`src/verilog/rdc_pkg.sv`:
```
package rdc_pkg;
  // ----------------------------------------------------------------
  // Register map
  // ----------------------------------------------------------------
  localparam int ADDR_W = 12;
  localparam logic [ADDR_W-1:0] CONTROL_OFFSET = 12'h280;
  localparam logic [ADDR_W-1:0] PROVISION_OFFSET = 12'h284;
  localparam logic [3:0] ALL_LANES_NEGATED = 4'hF;

  // ----------------------------------------------------------------
  // Control register fields
  // ----------------------------------------------------------------
  localparam int CTRL_ENABLE_BIT = 0;
  localparam int CTRL_LARGE_CACHE_BIT = 1;
  localparam int CTRL_SMALL_CACHE_BIT = 2;
  localparam int CTRL_RAW_LSB = 3;
  localparam int CTRL_RDY_LSB = 5;
  localparam int CTRL_LF_LSB = 8;
  localparam int CTRL_SF_LSB = 10;
  localparam int CTRL_W = 12;
  localparam logic [CTRL_W-1:0] CTRL_RESET = 12'h01E;

  // ----------------------------------------------------------------
  // Provisioning register fields
  // ----------------------------------------------------------------
  localparam int CHANNEL_W = 7;
  localparam int PROVISION_BIT = 7;
  localparam int READ_WRITE_BIT = 14;
  localparam int BUSY_BIT = 15;
  localparam logic [CHANNEL_W-1:0] CHANNEL_RESET = 7'h00;
  localparam logic PROVISION_RESET = 1'b1;
  localparam logic READ_WRITE_RESET = 1'b0;
  localparam int INDIRECT_ACCESS_CYCLES = 4;

  // ----------------------------------------------------------------
  // Counting
  // ----------------------------------------------------------------
  localparam int CNT_W = 6;
  localparam logic [2:0] FETCH_GROUP_CACHED = 3'h6;
  localparam logic [2:0] FETCH_GROUP_SINGLE = 3'h1;

  typedef enum logic [1:0] {
    RDC_IDLE = 2'b01,
    RDC_ACCESS = 2'b10
  } rdc_state_t;

  // Zero means reserved code: the interrupt never fires
  function automatic logic [CNT_W-1:0] rdc_ready_threshold(input logic [2:0] code);
    unique case (code)
      3'h0: rdc_ready_threshold = 6'h01;
      3'h1: rdc_ready_threshold = 6'h04;
      3'h2: rdc_ready_threshold = 6'h06;
      3'h3: rdc_ready_threshold = 6'h08;
      3'h4: rdc_ready_threshold = 6'h10;
      3'h5: rdc_ready_threshold = 6'h20;
      default: rdc_ready_threshold = 6'h00;
    endcase
  endfunction : rdc_ready_threshold

  function automatic logic [CNT_W-1:0] rdc_free_threshold(input logic [1:0] code);
    unique case (code)
      2'h0: rdc_free_threshold = 6'h01;
      2'h1: rdc_free_threshold = 6'h04;
      2'h2: rdc_free_threshold = 6'h08;
      default: rdc_free_threshold = 6'h00;
    endcase
  endfunction : rdc_free_threshold
endpackage : rdc_pkg

```
`src/verilog/rdc_event_counter.sv`:
```
`timescale 1ns/1ps
`default_nettype none
module rdc_event_counter #(
  parameter int CNT_W = 6
) (
  input wire logic clk_in,
  input wire logic reset_n_in,
  input wire logic event_in,
  input wire logic [CNT_W-1:0] threshold_in,
  output logic fire_out
);
  logic [CNT_W-1:0] count;
  logic [CNT_W-1:0] count_plus;
  logic armed;
  logic hit;
  logic [CNT_W-1:0] next_count;

  assign count_plus = count + 1'b1;
  assign armed = event_in && (threshold_in != '0);
  // Compare with >= so a lowered threshold cannot strand the count
  assign hit = armed && (count_plus >= threshold_in);
  assign next_count = hit ? '0 : (armed ? count_plus : count);

  always_ff @(posedge clk_in) begin
    if (!reset_n_in) begin
      count <= '0;
      fire_out <= 1'b0;
    end else begin
      count <= next_count;
      fire_out <= hit;
    end
  end
endmodule : rdc_event_counter
`default_nettype wire

```
`src/verilog/rdc_rx_dma_ctrl.sv`:
```
`timescale 1ns/1ps
`default_nettype none
// What this block does
// Enable bit gates data acceptance and writes
// Large cache bit: fetch six, else one
// Small cache bit: fetch six, else one
// Post raw chain every length-plus-one buffers
// Ready interrupt after selected posting count
// Large free interrupt after 4/8 reads
// Large free code zero means one read
// Small free interrupt after 1/4/8 reads
// Unprovision transient: flush, then back provisioned
// Provision writes ignore individual byte enables
// All byte enables negated: no access
// Channel field written; query loads memory value
// Flag low unprovisions; next query reports high
// Select bit: 0 provisions, 1 queries
// Busy set on trigger until access done
// Software polls busy before next use
// Trigger writes ignored while busy
module rdc_rx_dma_ctrl #(
  parameter int ACCESS_CYCLES = rdc_pkg::INDIRECT_ACCESS_CYCLES
) (
  input wire logic clk_in,
  input wire logic reset_n_in,
  input wire logic [rdc_pkg::ADDR_W-1:0] reg_addr_in,
  input wire logic [31:0] reg_wdata_in,
  input wire logic reg_write_in,
  input wire logic reg_read_in,
  input wire logic [3:0] byte_enable_lines_n_in,
  input wire logic ready_post_in,
  input wire logic large_block_read_in,
  input wire logic small_block_read_in,
  input wire logic raw_buffer_filled_in,
  output logic [31:0] reg_rdata_out,
  output logic reg_rvalid_out,
  output logic accept_data_out,
  output logic host_write_enable_out,
  output logic [2:0] large_fetch_group_out,
  output logic [2:0] small_fetch_group_out,
  output logic raw_chain_post_out,
  output logic ready_queue_interrupt_out,
  output logic large_free_queue_interrupt_out,
  output logic small_free_queue_interrupt_out,
  output logic flush_request_out,
  output logic [rdc_pkg::CHANNEL_W-1:0] flush_channel_out
);
  import rdc_pkg::*;

  // ----------------------------------------------------------------
  // Register access decode
  // ----------------------------------------------------------------
  logic [CTRL_W-1:0] control;
  logic [CHANNEL_W-1:0] channel_select;
  logic provision_flag;
  logic read_write_select;
  logic busy;
  rdc_state_t state;
  logic [3:0] access_count;
  logic [CHANNEL_W-1:0] op_channel;
  logic op_provision;
  logic op_query;

  wire any_lane = byte_enable_lines_n_in != ALL_LANES_NEGATED;
  wire ctrl_hit = reg_addr_in == CONTROL_OFFSET;
  wire provision_hit = reg_addr_in == PROVISION_OFFSET;
  wire ctrl_write = reg_write_in && any_lane && ctrl_hit;
  wire provision_write = reg_write_in && any_lane && provision_hit;
  // Whole-register write while idle; writes during an access are dropped
  wire provision_trigger = provision_write && !busy;
  wire access_done = (state == RDC_ACCESS) && (access_count == 4'(ACCESS_CYCLES - 1));

  wire [31:0] ctrl_word = {20'h0_0000, control};
  wire [31:0] provision_word = {16'h0000, busy, read_write_select, 6'h00, provision_flag, channel_select};
  wire [31:0] next_rdata = ctrl_hit ? ctrl_word : (provision_hit ? provision_word : 32'h0000_0000);
  wire next_rvalid = reg_read_in && any_lane;

  // ----------------------------------------------------------------
  // Control register and configuration outputs
  // ----------------------------------------------------------------
  wire ctrl_enable = control[CTRL_ENABLE_BIT];
  wire [2:0] next_large_group = control[CTRL_LARGE_CACHE_BIT] ? FETCH_GROUP_CACHED : FETCH_GROUP_SINGLE;
  wire [2:0] next_small_group = control[CTRL_SMALL_CACHE_BIT] ? FETCH_GROUP_CACHED : FETCH_GROUP_SINGLE;
  wire [1:0] raw_len = control[CTRL_RAW_LSB +: 2];
  wire [CNT_W-1:0] raw_threshold = CNT_W'(raw_len) + 1'b1;
  wire [CNT_W-1:0] ready_threshold = rdc_ready_threshold(control[CTRL_RDY_LSB +: 3]);
  wire [CNT_W-1:0] large_threshold = rdc_free_threshold(control[CTRL_LF_LSB +: 2]);
  wire [CNT_W-1:0] small_threshold = rdc_free_threshold(control[CTRL_SF_LSB +: 2]);

  always_ff @(posedge clk_in) begin
    if (!reset_n_in) begin
      control <= CTRL_RESET;
      reg_rdata_out <= 32'h0000_0000;
      reg_rvalid_out <= 1'b0;
      accept_data_out <= 1'b0;
      host_write_enable_out <= 1'b0;
      large_fetch_group_out <= FETCH_GROUP_CACHED;
      small_fetch_group_out <= FETCH_GROUP_CACHED;
    end else begin
      if (ctrl_write) begin
        control <= reg_wdata_in[CTRL_W-1:0];
      end
      reg_rdata_out <= next_rvalid ? next_rdata : 32'h0000_0000;
      reg_rvalid_out <= next_rvalid;
      accept_data_out <= ctrl_enable;
      host_write_enable_out <= ctrl_enable;
      large_fetch_group_out <= next_large_group;
      small_fetch_group_out <= next_small_group;
    end
  end

  // ----------------------------------------------------------------
  // Event counters
  // ----------------------------------------------------------------
  // Disabled engine moves no data, so its events are not counted
  rdc_event_counter #(.CNT_W(CNT_W)) u_ready_count (
    .clk_in(clk_in), .reset_n_in(reset_n_in), .event_in(ready_post_in && ctrl_enable),
    .threshold_in(ready_threshold), .fire_out(ready_queue_interrupt_out)
  );
  rdc_event_counter #(.CNT_W(CNT_W)) u_large_count (
    .clk_in(clk_in), .reset_n_in(reset_n_in), .event_in(large_block_read_in && ctrl_enable),
    .threshold_in(large_threshold), .fire_out(large_free_queue_interrupt_out)
  );
  rdc_event_counter #(.CNT_W(CNT_W)) u_small_count (
    .clk_in(clk_in), .reset_n_in(reset_n_in), .event_in(small_block_read_in && ctrl_enable),
    .threshold_in(small_threshold), .fire_out(small_free_queue_interrupt_out)
  );
  rdc_event_counter #(.CNT_W(CNT_W)) u_raw_count (
    .clk_in(clk_in), .reset_n_in(reset_n_in), .event_in(raw_buffer_filled_in && ctrl_enable),
    .threshold_in(raw_threshold), .fire_out(raw_chain_post_out)
  );

  // ----------------------------------------------------------------
  // Indirect provisioning access
  // ----------------------------------------------------------------
  // Unprovisioning only flushes the channel, so a query always reads the flag high
  wire next_flush = access_done && !op_query && !op_provision;

  always_ff @(posedge clk_in) begin
    if (!reset_n_in) begin
      state <= RDC_IDLE;
      busy <= 1'b0;
      access_count <= 4'h0;
      channel_select <= CHANNEL_RESET;
      provision_flag <= PROVISION_RESET;
      read_write_select <= READ_WRITE_RESET;
      op_channel <= CHANNEL_RESET;
      op_provision <= PROVISION_RESET;
      op_query <= 1'b0;
      flush_request_out <= 1'b0;
      flush_channel_out <= CHANNEL_RESET;
    end else begin
      flush_request_out <= next_flush;
      unique case (state)
        RDC_IDLE: begin
          if (provision_trigger) begin
            channel_select <= reg_wdata_in[CHANNEL_W-1:0];
            provision_flag <= reg_wdata_in[PROVISION_BIT];
            read_write_select <= reg_wdata_in[READ_WRITE_BIT];
            op_channel <= reg_wdata_in[CHANNEL_W-1:0];
            op_provision <= reg_wdata_in[PROVISION_BIT];
            op_query <= reg_wdata_in[READ_WRITE_BIT];
            busy <= 1'b1;
            access_count <= 4'h0;
            state <= RDC_ACCESS;
          end
        end
        RDC_ACCESS: begin
          access_count <= access_count + 4'h1;
          if (access_done) begin
            busy <= 1'b0;
            state <= RDC_IDLE;
            if (op_query) begin
              channel_select <= op_channel;
              provision_flag <= 1'b1;
            end else begin
              flush_channel_out <= op_channel;
            end
          end
        end
      endcase
    end
  end
endmodule : rdc_rx_dma_ctrl
`default_nettype wire
```
`config.mk`:
```
export PLATFORM = sky130hd
export DESIGN_NAME = rdc_rx_dma_ctrl
export DESIGN_NICKNAME = d
export VERILOG_FILES = /design/src/verilog/rdc_pkg.sv /design/src/verilog/rdc_event_counter.sv /design/src/verilog/rdc_rx_dma_ctrl.sv
export SDC_FILE = /design/constraint.sdc
export NUM_CORES = 1
export LEC_CHECK = 0
export ABC_AREA = 1
export BUFFER_PORTS_ARGS = -buffer_cell sky130_fd_sc_hd__buf_2
export CAP_MARGIN = 0
export CORE_UTILIZATION = 40
export CTS_CLUSTER_DIAMETER = 30
export DETAILED_ROUTE_END_ITERATION = 7
export GPL_ROUTABILITY_DRIVEN = 1
export PLACE_DENSITY_LB_ADDON = 0.05
export RECOVER_POWER = 25
export SLEW_MARGIN = 25
export SYNTH_ARGS = -nofsm -noshare
export SYNTH_HDL_FRONTEND = slang
export SYNTH_SLANG_ARGS = --single-unit
export TNS_END_PERCENT = 20
```
`constraint.sdc`:
```
create_clock -name clk_in -period 3.08 [get_ports clk_in]
set_clock_uncertainty 0.05 [all_clocks]
set_input_delay 0.462 -clock clk_in [delete_from_list [all_inputs] [get_ports clk_in]]
set_output_delay 0.462 -clock clk_in [all_outputs]
set_load 0.005 [all_outputs]
```
## Word-level counts from Yosys, hierarchy flattened

Index checks and enable logic that the tools add are counted.

- Magnitude comparators: 4
- Multiplexer cells: 23
- Reduce and logical (&&, ||, !) cells: 40
- Add/subtract/negate cells: 6
- Eq/ne operators: 18
- Bitwise operators: 4

Operators with widths:

| cell | number |
|---|---|
| $pmux 6 s6 | 1 |
| $add 6x1->6 const B | 4 |
| $eq 12x10->1 const B | 2 |
| $pmux 4 s3 | 2 |
| $reduce_bool 6->1 | 4 |
| $mux 7 | 3 |
| $logic_and 1x1->1 | 20 |
| $pmux 7 s2 | 1 |
| $ge 6x4->1 | 2 |
| $mux 12 | 1 |
| $mux 8 | 1 |
| $pmux 4 s2 | 1 |
| $reduce_or 2->1 | 4 |
| $eq 2x1->1 const B | 3 |
| $eq 2x2->1 const B | 3 |
| $eq 3x2->1 const B | 2 |
| $eq 3x3->1 const B | 2 |
| $ge 6x3->1 | 1 |
| $ge 6x6->1 | 1 |
| $mux 3 | 2 |
| $ne 2x2->1 const B | 3 |
| $reduce_and 2->1 | 3 |
| $reduce_and 3->1 | 2 |
| $mux 1 | 5 |
| 14 further kinds | 22 |

- Word-level logic and storage cells: 120
- Flip-flop bits (word level): 94
- Input port bits: 56

## Depth between registers and ports, before layout

Gate-level depths: netlist (run 1).

- Depth in word-level cells: 6
- Mapped depth: 13
- Mapped depth without buffers: 13

## By module

A second synthesis (run 1) with hierarchy kept.

- Cells, all modules: 753
- Area, all modules: 5,157.4 um^2

By module, submodules not included:

| module | area an instance (um^2) | cells an instance | times used | seq. area each (um^2) |
|---|---|---|---|---|
| rdc_rx_dma_ctrl | 2,785.2 | 377 | 1 | 1,261.2 |
| rdc_event_counter | 593.1 | 94 | 4 | 140.1 |

## Least setup slack after synthesis (run 1)

Ideal clock, no wire load.

- Path type: register -> register
- Start point: reg u_ready_count.count[0]
- End point: reg u_ready_count.count[5]
- Library setup time: 0.119 ns
- Stages on the path, launching flop included: 13
- Arrival: 1.572 ns
- Required time: 2.911 ns
- Period minus slack after synthesis: 1.741 ns
- Path slack: 1.339 ns
- Cells stage by stage: dfxtp_1 nand3_1 nor2_1 nand2_1 xor2_1 ha_1 nand2_1 nor2_1 o21ai_0 nand3_1 nand2_1 nand2_1 nor2_1

- Cells in the longest elaborated chain, start to end: 4

Ends and longest elaborated chain:

| what | line | text |
|---|---|---|
| start, declared | rdc_event_counter.sv:12 | `logic [CNT_W-1:0] count;` |
| start signal, assigned | rdc_event_counter.sv:29 | `count <= next_count;` |
| $add 6x1->6 * | rdc_event_counter.sv:18 | `assign count_plus = count + 1'b1;` |
| named net u_ready_count.count_plus[5] | rdc_event_counter.sv:13 | `logic [CNT_W-1:0] count_plus;` |
| $ge 6x6->1 | rdc_event_counter.sv:21 | `assign hit = armed && (count_plus >= threshold_in);` |
| $logic_and 1x1->1 | rdc_event_counter.sv:21 |  |
| $reduce_or 2->1 (no source line) | -- |  |

The timed path passes the listed nets; every way through them passes the cells marked *.
A chain may end at the register's enable or synchronous reset.

## Worst setup path after layout (run 1)

- Start point: in reset_n_in
- End point: reg u_ready_count.count[4]

- Cells in the longest elaborated chain, start to end: 2

Ends and longest elaborated chain:

| what | line | text |
|---|---|---|
| start, declared | rdc_rx_dma_ctrl.sv:25 | `input wire logic reset_n_in,` |
| $not 1->1 (no source line) | -- |  |
| $reduce_or 2->1 (no source line) | -- |  |

No other way between the ends.

==> qor.log, run 1 <==
INFO  detailed_routing detailroute.via_count=3,742
INFO  clocking       cts_num_sinks=91
INFO  hold_path      hold-path-cell-count=3
INFO  clocking       post-cts-setup-buffers=0
INFO  die            fp-row-count=38
INFO  logic_synthesis post_synth_instance_area=0.00453mm2
INFO  logic_synthesis muxShareOfSynthArea=0.911%
INFO  logic_synthesis synthAdderAreaFrac=5.80%
INFO  setup_path     reg2reg_to=u_ready_count.count[4]
INFO  logic_synthesis flop_and_latch_count_out_of_synthesis=91
INFO  run_status     outcome=complete, but fails checks
INFO  pwr            seq_power_share=50.2%
INFO  logic_synthesis post-synth-top-area-cell=dfxtp_1
INFO  pwr            clock_power_share=46.1%
INFO  run_status     violations=max-capacitance violations, max-slew violations
INFO  placed_design  postPlaceCellArea=0.00486mm2
INFO  sta            final_worst_hold_slack=0.301ns
INFO  sta            setup-violations-final=0
INFO  die            die_w=108um
INFO  detailed_routing route.detailed.vias_per_inst=4.58
INFO  pwr            power.ir.vdd_worst=0.283mV
INFO  placed_design  place.detailed.hpwl=6.73mm
INFO  logic_synthesis synth_top_area_share=40.2%
INFO  logic_synthesis synth-warning-count=0
INFO  grt            grt_util_all_layers=17.2%
INFO  hold_path      holdCritPathClass=in -> reg
INFO  detailed_routing detail_route.wl_per_cell=11.4um
INFO  logic_synthesis xor_xnor_share_of_the_synthesized_area=2.71%
INFO  pwr            combinational_power_share=3.7%
INFO  clocking       clockRootBuffer=clkbuf_16
INFO  clocking       htree_num_levels=3
INFO  detailed_routing drt_first_pass_iters=5
INFO  flow_run       maxCapViolCount=1
INFO  sta            portion_of_the_clock_cycle_consumed_by_the_worst_path_in_the_final_layout=74.9%
INFO  logic_synthesis number_of_different_library_cells_in_the_post_synthesis_netlist=42
INFO  finish         drive_gt1_share=15.1%
INFO  logic_synthesis synth_area_leaders=dfxtp_1 40%, nand2_1 10%, nor2_1 7.4%, inv_1 6.5%, ha_1 5.8%
INFO  setup_path     regToRegSetupSlack=0.97ns
INFO  detailed_routing drc_errors=0
INFO  logic_synthesis synth_top_family_by_area=simple AND/OR/NAND/NOR gates
INFO  logic_synthesis yosys_most_used_dff=dfxtp_1
INFO  sta            max-slew-margin-rel=-13.9%
INFO  detailed_routing dr.first_iter.drc_count=174
INFO  die            fp.dieH=108um
INFO  grt            grt_start_max_net_pins=37
INFO  logic_synthesis synth_simple_gate_area_share=26.8%
INFO  die            initial_core_util=41.4%
INFO  sta            slew_viol_final=37
INFO  setup_path     ff2ff_path_depth=11
INFO  pwr            internal_power=0.00186W
INFO  placed_design  place.gp.congestion=0.761
INFO  sta            rsz_0062_raised_after_global_routing=no
INFO  logic_synthesis post-synth-top-count-cell=nand2_1
INFO  finish         finish.net_count=749
INFO  grt            initial_antenna_violation_count=0
INFO  sta            postLayoutSetupSlackWorst=0.774ns
INFO  die            core-area=0.0109mm2
INFO  setup_path     cp_max_fo=36
INFO  setup_path     setup_crit_start_kind=input port
INFO  sta            timing.final.crit_period=2.31ns
INFO  logic_synthesis synth-seq-area-share=40.2%
INFO  placed_design  dp_worst_setup_slack=1.08ns
INFO  die            boundaryPins=109
INFO  hold_path      min_delay_worst_endpoint=op_query
INFO  placed_design  placement.io_buffers=71
INFO  sta            timing.fmax=434MHz
INFO  setup_path     worst_r2r_startpoint=u_ready_count.count[0]
INFO  finish         finalInstanceArea=0.00513mm2
INFO  setup_path     worst-endpoint-required=3.29ns
INFO  setup_path     path_class=in -> reg
INFO  detailed_routing route.antenna.remaining_nets=0
INFO  finish         ant_cells=0
INFO  clocking       clk-insertion-delay-late=0.34ns
INFO  sta            final_hold_viol_count=0
INFO  setup_path     worstPathArrival=2.51ns
INFO  logic_synthesis synth_commonest_cells=124 x nand2_1, 91 x dfxtp_1, 89 x nor2_1
INFO  clocking       tritoncts.num_buffers=9
INFO  grt            first_global_vias=3,333
INFO  detailed_routing totalWireLength=9.31mm
INFO  die            fp.dieArea=0.0118mm2
INFO  logic_synthesis synth_compound_area_share=10.4%
INFO  sta            tightest_slew=1.71ns
INFO  clocking       clockBufferDepth=2
INFO  logic_synthesis synth-async-reset-ratio=0%
INFO  sta            setup_total_negative_slack=0ns
INFO  pwr            static-leakage-power=2.38nW
INFO  pwr            p_sw_share=20.9%
INFO  clocking       ctsHoldBuffers=0
INFO  hold_path      min_from=reg_wdata_in[14]
INFO  grt            grt_first_pass_wirelength=15.6mm
INFO  clocking       post_cts_resized=0
INFO  clocking       worst_setup_hold_path_clk_slew=0.06ns
INFO  logic_synthesis syn_inst=608
INFO  grt            grt.overflow.total=0
INFO  clocking       cts_tree=yes
INFO  setup_path     end_kind=flip-flop
INFO  pwr            power-per-cell-area=459mW/mm2
INFO  pwr            switchingPower=0.000491W
INFO  finish         filler_cell_count=1,172
INFO  finish         synthToLayoutAreaGrowth=13.2%
INFO  logic_synthesis synth.avg_cell_area=7.45um2
INFO  logic_synthesis synth_edf_count=0
worst max path at each step:
stage | from | end | slack (ns)
floorplan | u_ready_count.count[0] | u_ready_count.count[5] | 1.34
global placement | u_ready_count.count[0] | u_ready_count.count[3] | 1.10
detailed placement | reg_addr_in[8] | reg_rdata_out[6] | 1.08
CTS | u_ready_count.count[0] | u_ready_count.count[3] | 1.05
global route | reset_n_in | u_large_count.count[3] | 0.53
finish | reset_n_in | u_ready_count.count[4] | 0.77
per-layer routing:
layer | global-route usage, % | routed length, um | part of all wire, %
met5 | 0 | 0 | 0
met4 | 7.24 | 162 | 1.7
met3 | 3.74 | 333 | 3.6
met2 | 26.9 | 4030 | 43
met1 | 22.9 | 4780 | 51
cell type report:
class / count / area, um2 / area share (%)
multi-input combinational: 415 / 2180 / 42.6
clock inverter: 2 / 35.0 / 0.683
clock buffer: 14 / 254 / 4.95
timing repair buffer: 74 / 354 / 6.90
inverter: 81 / 307 / 5.98
sequential: 91 / 1820 / 35.5
tap: 140 / 175 / 3.41
registers in the layout, indices dropped and copies added (netlist names), 2 cells and up:
register and cells:
access_count 4, channel_select 7, control 12, flush_channel_out 7
large_fetch_group_out 2, op_channel 7, reg_rdata_out 14, small_fetch_group_out 2
u_large_count.count 6, u_raw_count.count 6, u_ready_count.count 6, u_small_count.count 6
metrics by stage:
stage / power, W / cells / util, %
5_1_grt: 0.00245 / 817 / 46.9
3_5_place_dp: 0.00130 / 801 / 44.5
6_report: 0.00235 / 817 / 46.9
3_3_place_gp: 0.00130 / 801 / 44.5
2_1_floorplan: 0.00127 / 625 / -
4_1_cts: 0.00239 / 817 / 47.1
worst max-delay path, stage by stage:
cell      delay [ns]
clkbuf_1        0.10
clkbuf_1        1.24
nand2_1         0.46
a21oi_1         0.23
cell usage in the layout, fill, tap and decap left out, drive strengths merged:
master	count
clkinv	1
a31o	1
or2	4
xnor2	2
bufinv	1
a21oi	37
nor3	5
dfxtp	91
xor2	12
o211ai	5
clkbuf	27
nand3b	1
ha	21
o21bai	1
mux2i	3
nand4	5
nand2	127
nand3	48
inv	81
buf	61
mux2	1
a21boi	1
conb	18
o21ai	30
nor2	93
power by group through the flow:
| stage | clock network, W | registers, W | logic [W] |
|---|---|---|---|
| 5_1_grt | 0.00117 | 0.00118 | 0.000100 |
| 6_report | 0.00108 | 0.00118 | 0.0000877 |
| 3_3_place_gp | 0 | 0.00121 | 0.0000885 |
| 3_5_place_dp | 0 | 0.00121 | 0.0000897 |
| 4_1_cts | 0.00112 | 0.00118 | 0.0000899 |
| 2_1_floorplan | 0 | 0.00121 | 0.0000656 |
cells by family (layout without fill, tap and decap cells):
logic type,count (synthesis),in the layout
AOI/OAI and AO/OA,75,75
xor gates and xnor gates,14,14
adders and majority gates,21,21
buffers and inverters,119,171
DFF,91,91
muxes,4,4
other,1,18
and+or+nand+nor,283,283
Power figures use the tool's default switching activity.
==> inputs of run 2 (changes only) <==
==> constraint.sdc (replaced) <==
create_clock -name clk_in -period 1.9 [get_ports clk_in]
set_clock_uncertainty 0.05 [all_clocks]
set_input_delay 0.285 -clock clk_in [delete_from_list [all_inputs] [get_ports clk_in]]
set_output_delay 0.285 -clock clk_in [all_outputs]
set_load 0.005 [all_outputs]
==> qor.log, run 2 (synthesized netlist as in run 1, its figures left out) <==
INFO  run_status     outcome=finished, final reports clean
INFO  placed_design  placedCellCount=812 [+1.4%]
INFO  finish         finish.cell_count_without_fillers=828 [+1.3%]
INFO  sta            setup_total_negative_slack=0ns [unchanged]
INFO  grt            grt_first_pass_wirelength=16.2mm [+3.7%]
INFO  setup_path     max_stage_delay=0.35ns [-0.89 ns]
INFO  setup_path     cp_max_fo=6 [-83%]
INFO  detailed_routing detailroute.via_count=3,786 [+1.2%]
INFO  die            die_w=108um [unchanged]
INFO  grt            grt_start_max_net_pins=37 [unchanged]
INFO  clocking       clockRootBuffer=clkbuf_16
INFO  clocking       clk-insertion-delay-late=0.34ns [about the same]
INFO  sta            final_hold_viol_count=0 [unchanged]
INFO  finish         max_flop_register=reg_rdata_out
INFO  die            fp-row-count=38 [unchanged]
INFO  sta            timing.final.crit_period=1.84ns
INFO  finish         layout.cells.most_common=nand2_1
INFO  clocking       cts_tree=yes
INFO  sta            max-slew-margin-rel=58.5% [+72 points]
INFO  setup_path     crit_path_cell_trace=ha_2 > nand3_2 > xnor2_2 > ha_1 > nand2_2 > nor2_2 > nor2_1 > nand3_1 > nand2_2 > nand2_4 > a21oi_2
INFO  finish         largest_register_ffs=14 [unchanged]
INFO  sta            portion_of_the_clock_cycle_consumed_by_the_worst_path_in_the_final_layout=96.9%
INFO  detailed_routing drc_errors=0 [unchanged]
INFO  finish         finish.net_count=760 [+1.5%]
INFO  setup_path     worstPathArrival=2.06ns [-0.45 ns]
INFO  setup_path     worst_path_most_repeated_cell=nand2_2
INFO  setup_path     end_kind=flip-flop
INFO  sta            rsz_0062_raised_after_global_routing=yes
INFO  finish         ant_cells=0 [unchanged]
INFO  pwr            power-per-cell-area=726mW/mm2 [+58%]
INFO  detailed_routing drt_first_pass_iters=4 [-1]
INFO  pwr            power.ir.vdd_worst=0.479mV [+69%]
INFO  clocking       ctsHoldBuffers=0 [unchanged]
INFO  sta            final_worst_hold_slack=0.121ns [-0.180 ns]
INFO  sta            slew_viol_final=0 [-100%]
INFO  setup_path     setup_crit_start_kind=flip-flop
INFO  clocking       cts_num_sinks=91 [unchanged]
INFO  die            boundaryPins=109 [unchanged]
INFO  sta            timing.fmax=543MHz
INFO  setup_path     path_class=reg -> reg
INFO  placed_design  place.gp.congestion=0.793 [+4.2%]
INFO  detailed_routing route.detailed.vias_per_inst=4.57 [-0.17%]
INFO  hold_path      holdCritPathClass=in -> reg
INFO  sta            tightest_slew=0.623ns [-1.08 ns]
INFO  setup_path     timing.critical_path.slowest_stage_cell=dfxtp_2
INFO  flow_run       maxCapViolCount=0 [-1]
INFO  detailed_routing totalWireLength=9.46mm [+1.6%]
INFO  finish         filler_cell_count=1,138 [-2.9%]
INFO  die            fp.dieH=108um [unchanged]
INFO  die            core-area=0.0109mm2 [unchanged]
INFO  die            initial_core_util=41.4% [unchanged]
INFO  die            fp.dieArea=0.0118mm2 [unchanged]
INFO  grt            first_global_vias=3,561 [+6.8%]
INFO  finish         drive_gt1_share=21.2% [+6.2 points]
INFO  finish         final_cell_mix=122 x nand2_1, 88 x dfxtp_1, 86 x nor2_1
INFO  clocking       post-cts-setup-buffers=0 [unchanged]
INFO  grt            grt_util_all_layers=17.6% [+0.34 points]
INFO  grt            grt.overflow.total=0 [unchanged]
INFO  clocking       clockBufferDepth=2 [unchanged]
INFO  placed_design  placement.io_buffers=71 [unchanged]
INFO  finish         top_regs=reg_rdata_out (14), control (12)
INFO  grt            initial_antenna_violation_count=0 [unchanged]
INFO  placed_design  place.detailed.hpwl=6.92mm [+2.8%]
INFO  clocking       worst_setup_hold_path_clk_slew=0.06ns [about the same]
INFO  detailed_routing dr.first_iter.drc_count=162 [-6.9%]
INFO  detailed_routing route.antenna.remaining_nets=0 [unchanged]
INFO  detailed_routing detail_route.wl_per_cell=11.4um [+0.23%]
INFO  pwr            static-leakage-power=2.48nW [+4.4%]
INFO  clocking       htree_num_levels=3 [unchanged]
INFO  setup_path     worst-endpoint-required=2.11ns [-1.18 ns]
INFO  clocking       tritoncts.num_buffers=9 [unchanged]
INFO  finish         synthToLayoutAreaGrowth=17.7%
INFO  sta            setup-violations-final=0 [unchanged]
## run 2: cell types whose count changed in the layout (fill, tap and decap cells not counted), sizes merged
cell / before / now
clkinv: 1 / 3
clkbuf: 27 / 16
buf: 61 / 81
## run 2: stage by stage
step / setup WS (ns) / total power [W] / area [um2] / utilization, %
final: 0.0583 / 0.00387 / 5330 / 48.8
after global routing: -0.108 / 0.00402 / 5330 / 48.8
after CTS: 0.0000255 / 0.00394 / 5260 / 48.1
after detailed placement: -0.0397 / 0.00210 / 4950 / 45.2
after global placement: -0.0122 / 0.00210 / 4950 / 45.2
after floorplan: 0.159 / 0.00206 / 4600 / -
## run 2: timing repair
item                                    4_1_cts  5_1_grt
endpoints found under the setup margin        6       23
gates resized for setup                       2       23
pin swaps                                     0        1
## run 2: per-layer routing
layer	wire length [um]	global-route usage, %	up-vias
met2	4220	27.4	67
met1	4740	23.7	1682
met4	152	7.05	0
met5	0	0	-
li1	-	-	2024
met3	336	3.32	13
## run 2: worst max-delay path, delay by kind of cell (launching register included)
family,cells,cell delay (ns)
XOR/XNOR,1,0.15
adder cells (fa/ha/maj),2,0.51
AO/OA/AOI/OAI,1,0.12
flip-flops,1,0.35
AND/OR/NAND/NOR,7,0.57
## run 2: final timing paths
check | start | end | slack, ns | cells after the start
max | u_ready_count.count[0] | u_ready_count.count[3] | 0.06 | 11
min | reg_wdata_in[8] | control[8] | 0.12 | 3
max reg2reg | u_ready_count.count[0] | u_ready_count.count[3] | 0.06 | 11
min reg2reg | op_provision | flush_request_out | 0.37 | 1
## run 2: final cells by class
class                           count  area, um2  area share (%)
Clock buffer                       12        256            4.81
Tap cell                          140        175            3.28
Sequential cell                    91       1830            34.2
Timing Repair Buffer               85        449            8.42
Inverter                           81        307            5.75
Multi-Input combinational cell    415       2270            42.6
Clock inverter                      4       48.8           0.915
## run 2: power breakdown
part	total, W	switching [W]	internal, W
registers	0.00192	0.00000302	0.00191
logic	0.000147	0.0000937	0.0000531
clock network	0.00181	0.000722	0.00109
==> inputs of run 3 (changes only) <==
--- a/config.mk
+++ b/config.mk
@@ -12,6 +12,7 @@
 export CTS_CLUSTER_DIAMETER = 30
 export DETAILED_ROUTE_END_ITERATION = 7
 export GPL_ROUTABILITY_DRIVEN = 1
+export MAX_ROUTING_LAYER = met4
 export PLACE_DENSITY_LB_ADDON = 0.05
 export RECOVER_POWER = 25
 export SLEW_MARGIN = 25
==> constraint.sdc (replaced) <==
create_clock -name clk_in -period 2.3 [get_ports clk_in]
set_clock_uncertainty 0.05 [all_clocks]
set_input_delay 0.345 -clock clk_in [delete_from_list [all_inputs] [get_ports clk_in]]
set_output_delay 0.345 -clock clk_in [all_outputs]
set_load 0.005 [all_outputs]
==> qor.log, run 3 (synthesized netlist as in run 1, its figures left out) <==
INFO  flow_run       maxCapViolCount=0 [unchanged]
INFO  setup_path     path_class=reg -> reg
INFO  detailed_routing dr.first_iter.drc_count=153 [-5.6%]
INFO  finish         finalInstanceArea=0.00517mm2 [-3.0%]
INFO  clocking       post_cts_resized=0 [-2]
INFO  placed_design  postPlaceCellArea=0.00486mm2 [-1.7%]
INFO  pwr            internal_power=0.00263W [-14%]
INFO  pwr            power.ir.vdd_worst=0.498mV [+3.9%]
INFO  pwr            switchingPower=0.000673W [-18%]
INFO  grt            grt.overflow.total=0 [unchanged]
INFO  sta            tightest_slew=1.05ns [+0.431 ns]
INFO  finish         max_flop_register=reg_rdata_out
INFO  sta            portion_of_the_clock_cycle_consumed_by_the_worst_path_in_the_final_layout=87.0% [-10 points]
INFO  setup_path     setup_crit_start_kind=flip-flop
INFO  sta            final_hold_viol_count=0 [unchanged]
INFO  pwr            static-leakage-power=2.40nW [-3.1%]
INFO  die            fp.dieH=108um [unchanged]
INFO  clocking       htree_num_levels=3 [unchanged]
INFO  setup_path     end_kind=flip-flop
INFO  detailed_routing detailroute.via_count=3,731 [-1.5%]
INFO  finish         fin_util=47.3% [-1.5 points]
INFO  setup_path     worstPathArrival=2.22ns [+0.16 ns]
INFO  finish         ant_cells=0 [unchanged]
INFO  grt            first_global_vias=3,469 [-2.6%]
INFO  detailed_routing detail_route.wl_per_cell=11.4um [-0.26%]
INFO  sta            max-slew-margin-rel=29.7% [-29 points]
INFO  clocking       post-cts-setup-buffers=0 [unchanged]
INFO  finish         largest_register_ffs=14 [unchanged]
INFO  sta            setup_total_negative_slack=0ns [unchanged]
INFO  clocking       clk-insertion-delay-late=0.34ns [about the same]
INFO  sta            timing.fmax=500MHz [-7.9%]
INFO  pwr            combinational_power_share=3.6% [-0.2 points]
INFO  clocking       ctsHoldBuffers=0 [unchanged]
INFO  sta            final_worst_hold_slack=0.181ns [+0.0595 ns]
INFO  sta            slew_viol_final=0 [unchanged]
INFO  sta            rsz_0062_raised_after_global_routing=no
INFO  pwr            power-per-cell-area=639mW/mm2 [-12%]
INFO  clocking       tritoncts.num_buffers=9 [unchanged]
INFO  finish         finish.net_count=749 [-1.4%]
INFO  placed_design  place.gp.congestion=0.783 [-1.3%]
INFO  detailed_routing drc_errors=0 [unchanged]
INFO  setup_path     cp_max_fo=6 [unchanged]
INFO  grt            initial_antenna_violation_count=0 [unchanged]
INFO  pwr            clock_power_share=48.5% [+1.7 points]
INFO  clocking       cts_num_sinks=91 [unchanged]
INFO  setup_path     regToRegSetupSlack=0.30ns [+0.24 ns]
INFO  sta            setup-violations-final=0 [unchanged]
INFO  run_status     outcome=finished, final reports clean
INFO  clocking       cts_tree=yes
INFO  placed_design  place.detailed.hpwl=6.81mm [-1.6%]
INFO  clocking       clockBufferDepth=2 [unchanged]
INFO  die            fp-row-count=38 [unchanged]
INFO  detailed_routing drt_first_pass_iters=4 [unchanged]
INFO  pwr            p_sw_share=20.4% [-0.77 points]
INFO  grt            grt_start_max_net_pins=37 [unchanged]
INFO  clocking       worst_setup_hold_path_clk_slew=0.06ns [about the same]
INFO  finish         synthToLayoutAreaGrowth=14.2%
INFO  grt            grt_util_all_layers=17.8% [+0.27 points]
INFO  hold_path      holdCritPathClass=in -> reg
INFO  placed_design  placement.io_buffers=71 [unchanged]
INFO  finish         layout.cells.most_common=nand2_1
INFO  pwr            seq_power_share=47.9% [-1.5 points]
INFO  die            fp.dieArea=0.0118mm2 [unchanged]
INFO  clocking       clockRootBuffer=clkbuf_16
INFO  sta            timing.final.crit_period=2.00ns [+0.158 ns]
INFO  finish         final_cell_mix=124 x nand2_1, 91 x dfxtp_1, 89 x nor2_1
INFO  die            core-area=0.0109mm2 [unchanged]
INFO  die            boundaryPins=109 [unchanged]
INFO  die            die_w=108um [unchanged]
INFO  finish         drive_gt1_share=15.8% [-5.4 points]
INFO  detailed_routing route.antenna.remaining_nets=0 [unchanged]
INFO  finish         top_regs=reg_rdata_out (14), control (12)
INFO  grt            grt_first_pass_wirelength=15.9mm [-2.1%]
INFO  die            initial_core_util=41.4% [unchanged]
INFO  detailed_routing route.detailed.vias_per_inst=4.57 [-0.13%]
INFO  detailed_routing totalWireLength=9.31mm [-1.6%]
INFO  pwr            power.total=0.00330W [-15%]
INFO  setup_path     worst-endpoint-required=2.52ns [+0.41 ns]
## run 3: cell count changes in the layout (fill, tap and decap cells not counted), sizes merged
cell,before,now
clkinvlp,0,1
clkbuf,16,23
bufinv,1,2
buf,81,63
clkinv,3,1
## run 3: cell type report
type,count,area (um2)
clock buffers,12,256
clock inverters,4,72.6
fillers,1123,5760
inverters,81,307
multi-input cells,415,2180
flip-flops and latches,91,1820
well taps,140,175
repair buffers,74,359
## run 3: power by group through the flow
stage	combinational, W	clock, W	sequential [W]
after global placement	0.000119	0	0.00162
after CTS	0.000120	0.00166	0.00158
after detailed placement	0.000120	0	0.00162
after global routing	0.000135	0.00171	0.00158
final	0.000118	0.00160	0.00158
after floorplan	0.0000879	0	0.00162
## run 3: metrics by stage
stage | worst slack, ns | cells
2_1_floorplan | 0.559 | 625
4_1_cts | 0.277 | 817
5_1_grt | 0.0325 | 817
3_3_place_gp | 0.345 | 801
6_report | 0.300 | 817
3_5_place_dp | 0.294 | 801
## run 3: worst paths after layout
| kind | cells past startpoint | start | endpoint |
|---|---|---|---|
| min | 3 | reg_wdata_in[8] | control[8] |
| max reg2reg | 12 | u_ready_count.count[0] | u_ready_count.count[4] |
| min reg2reg | 1 | op_provision | flush_request_out |
| max | 12 | u_ready_count.count[0] | u_ready_count.count[4] |
## run 3: critical path: stages (launching register included)
cell and delay [ns]:
dfxtp_1 0.40, nand3_1 0.14, nor2_1 0.13, nand2_1 0.07, xor2_1 0.16, ha_1 0.31
nand2_1 0.09, nor2_1 0.05, nor2_1 0.08, nand3_1 0.07, nand2_1 0.08, nand2_1 0.14
a21oi_1 0.16
## run 3: layer usage
metal | GRT usage [%] | share of wire, % | vias up
met1 | 22.3 | 50 | 1655
met2 | 28.2 | 45 | 59
met4 | 5.21 | 1.2 | 0
met3 | 4.76 | 4.0 | 9
met5 | - | 0 | -
li1 | - | - | 2008
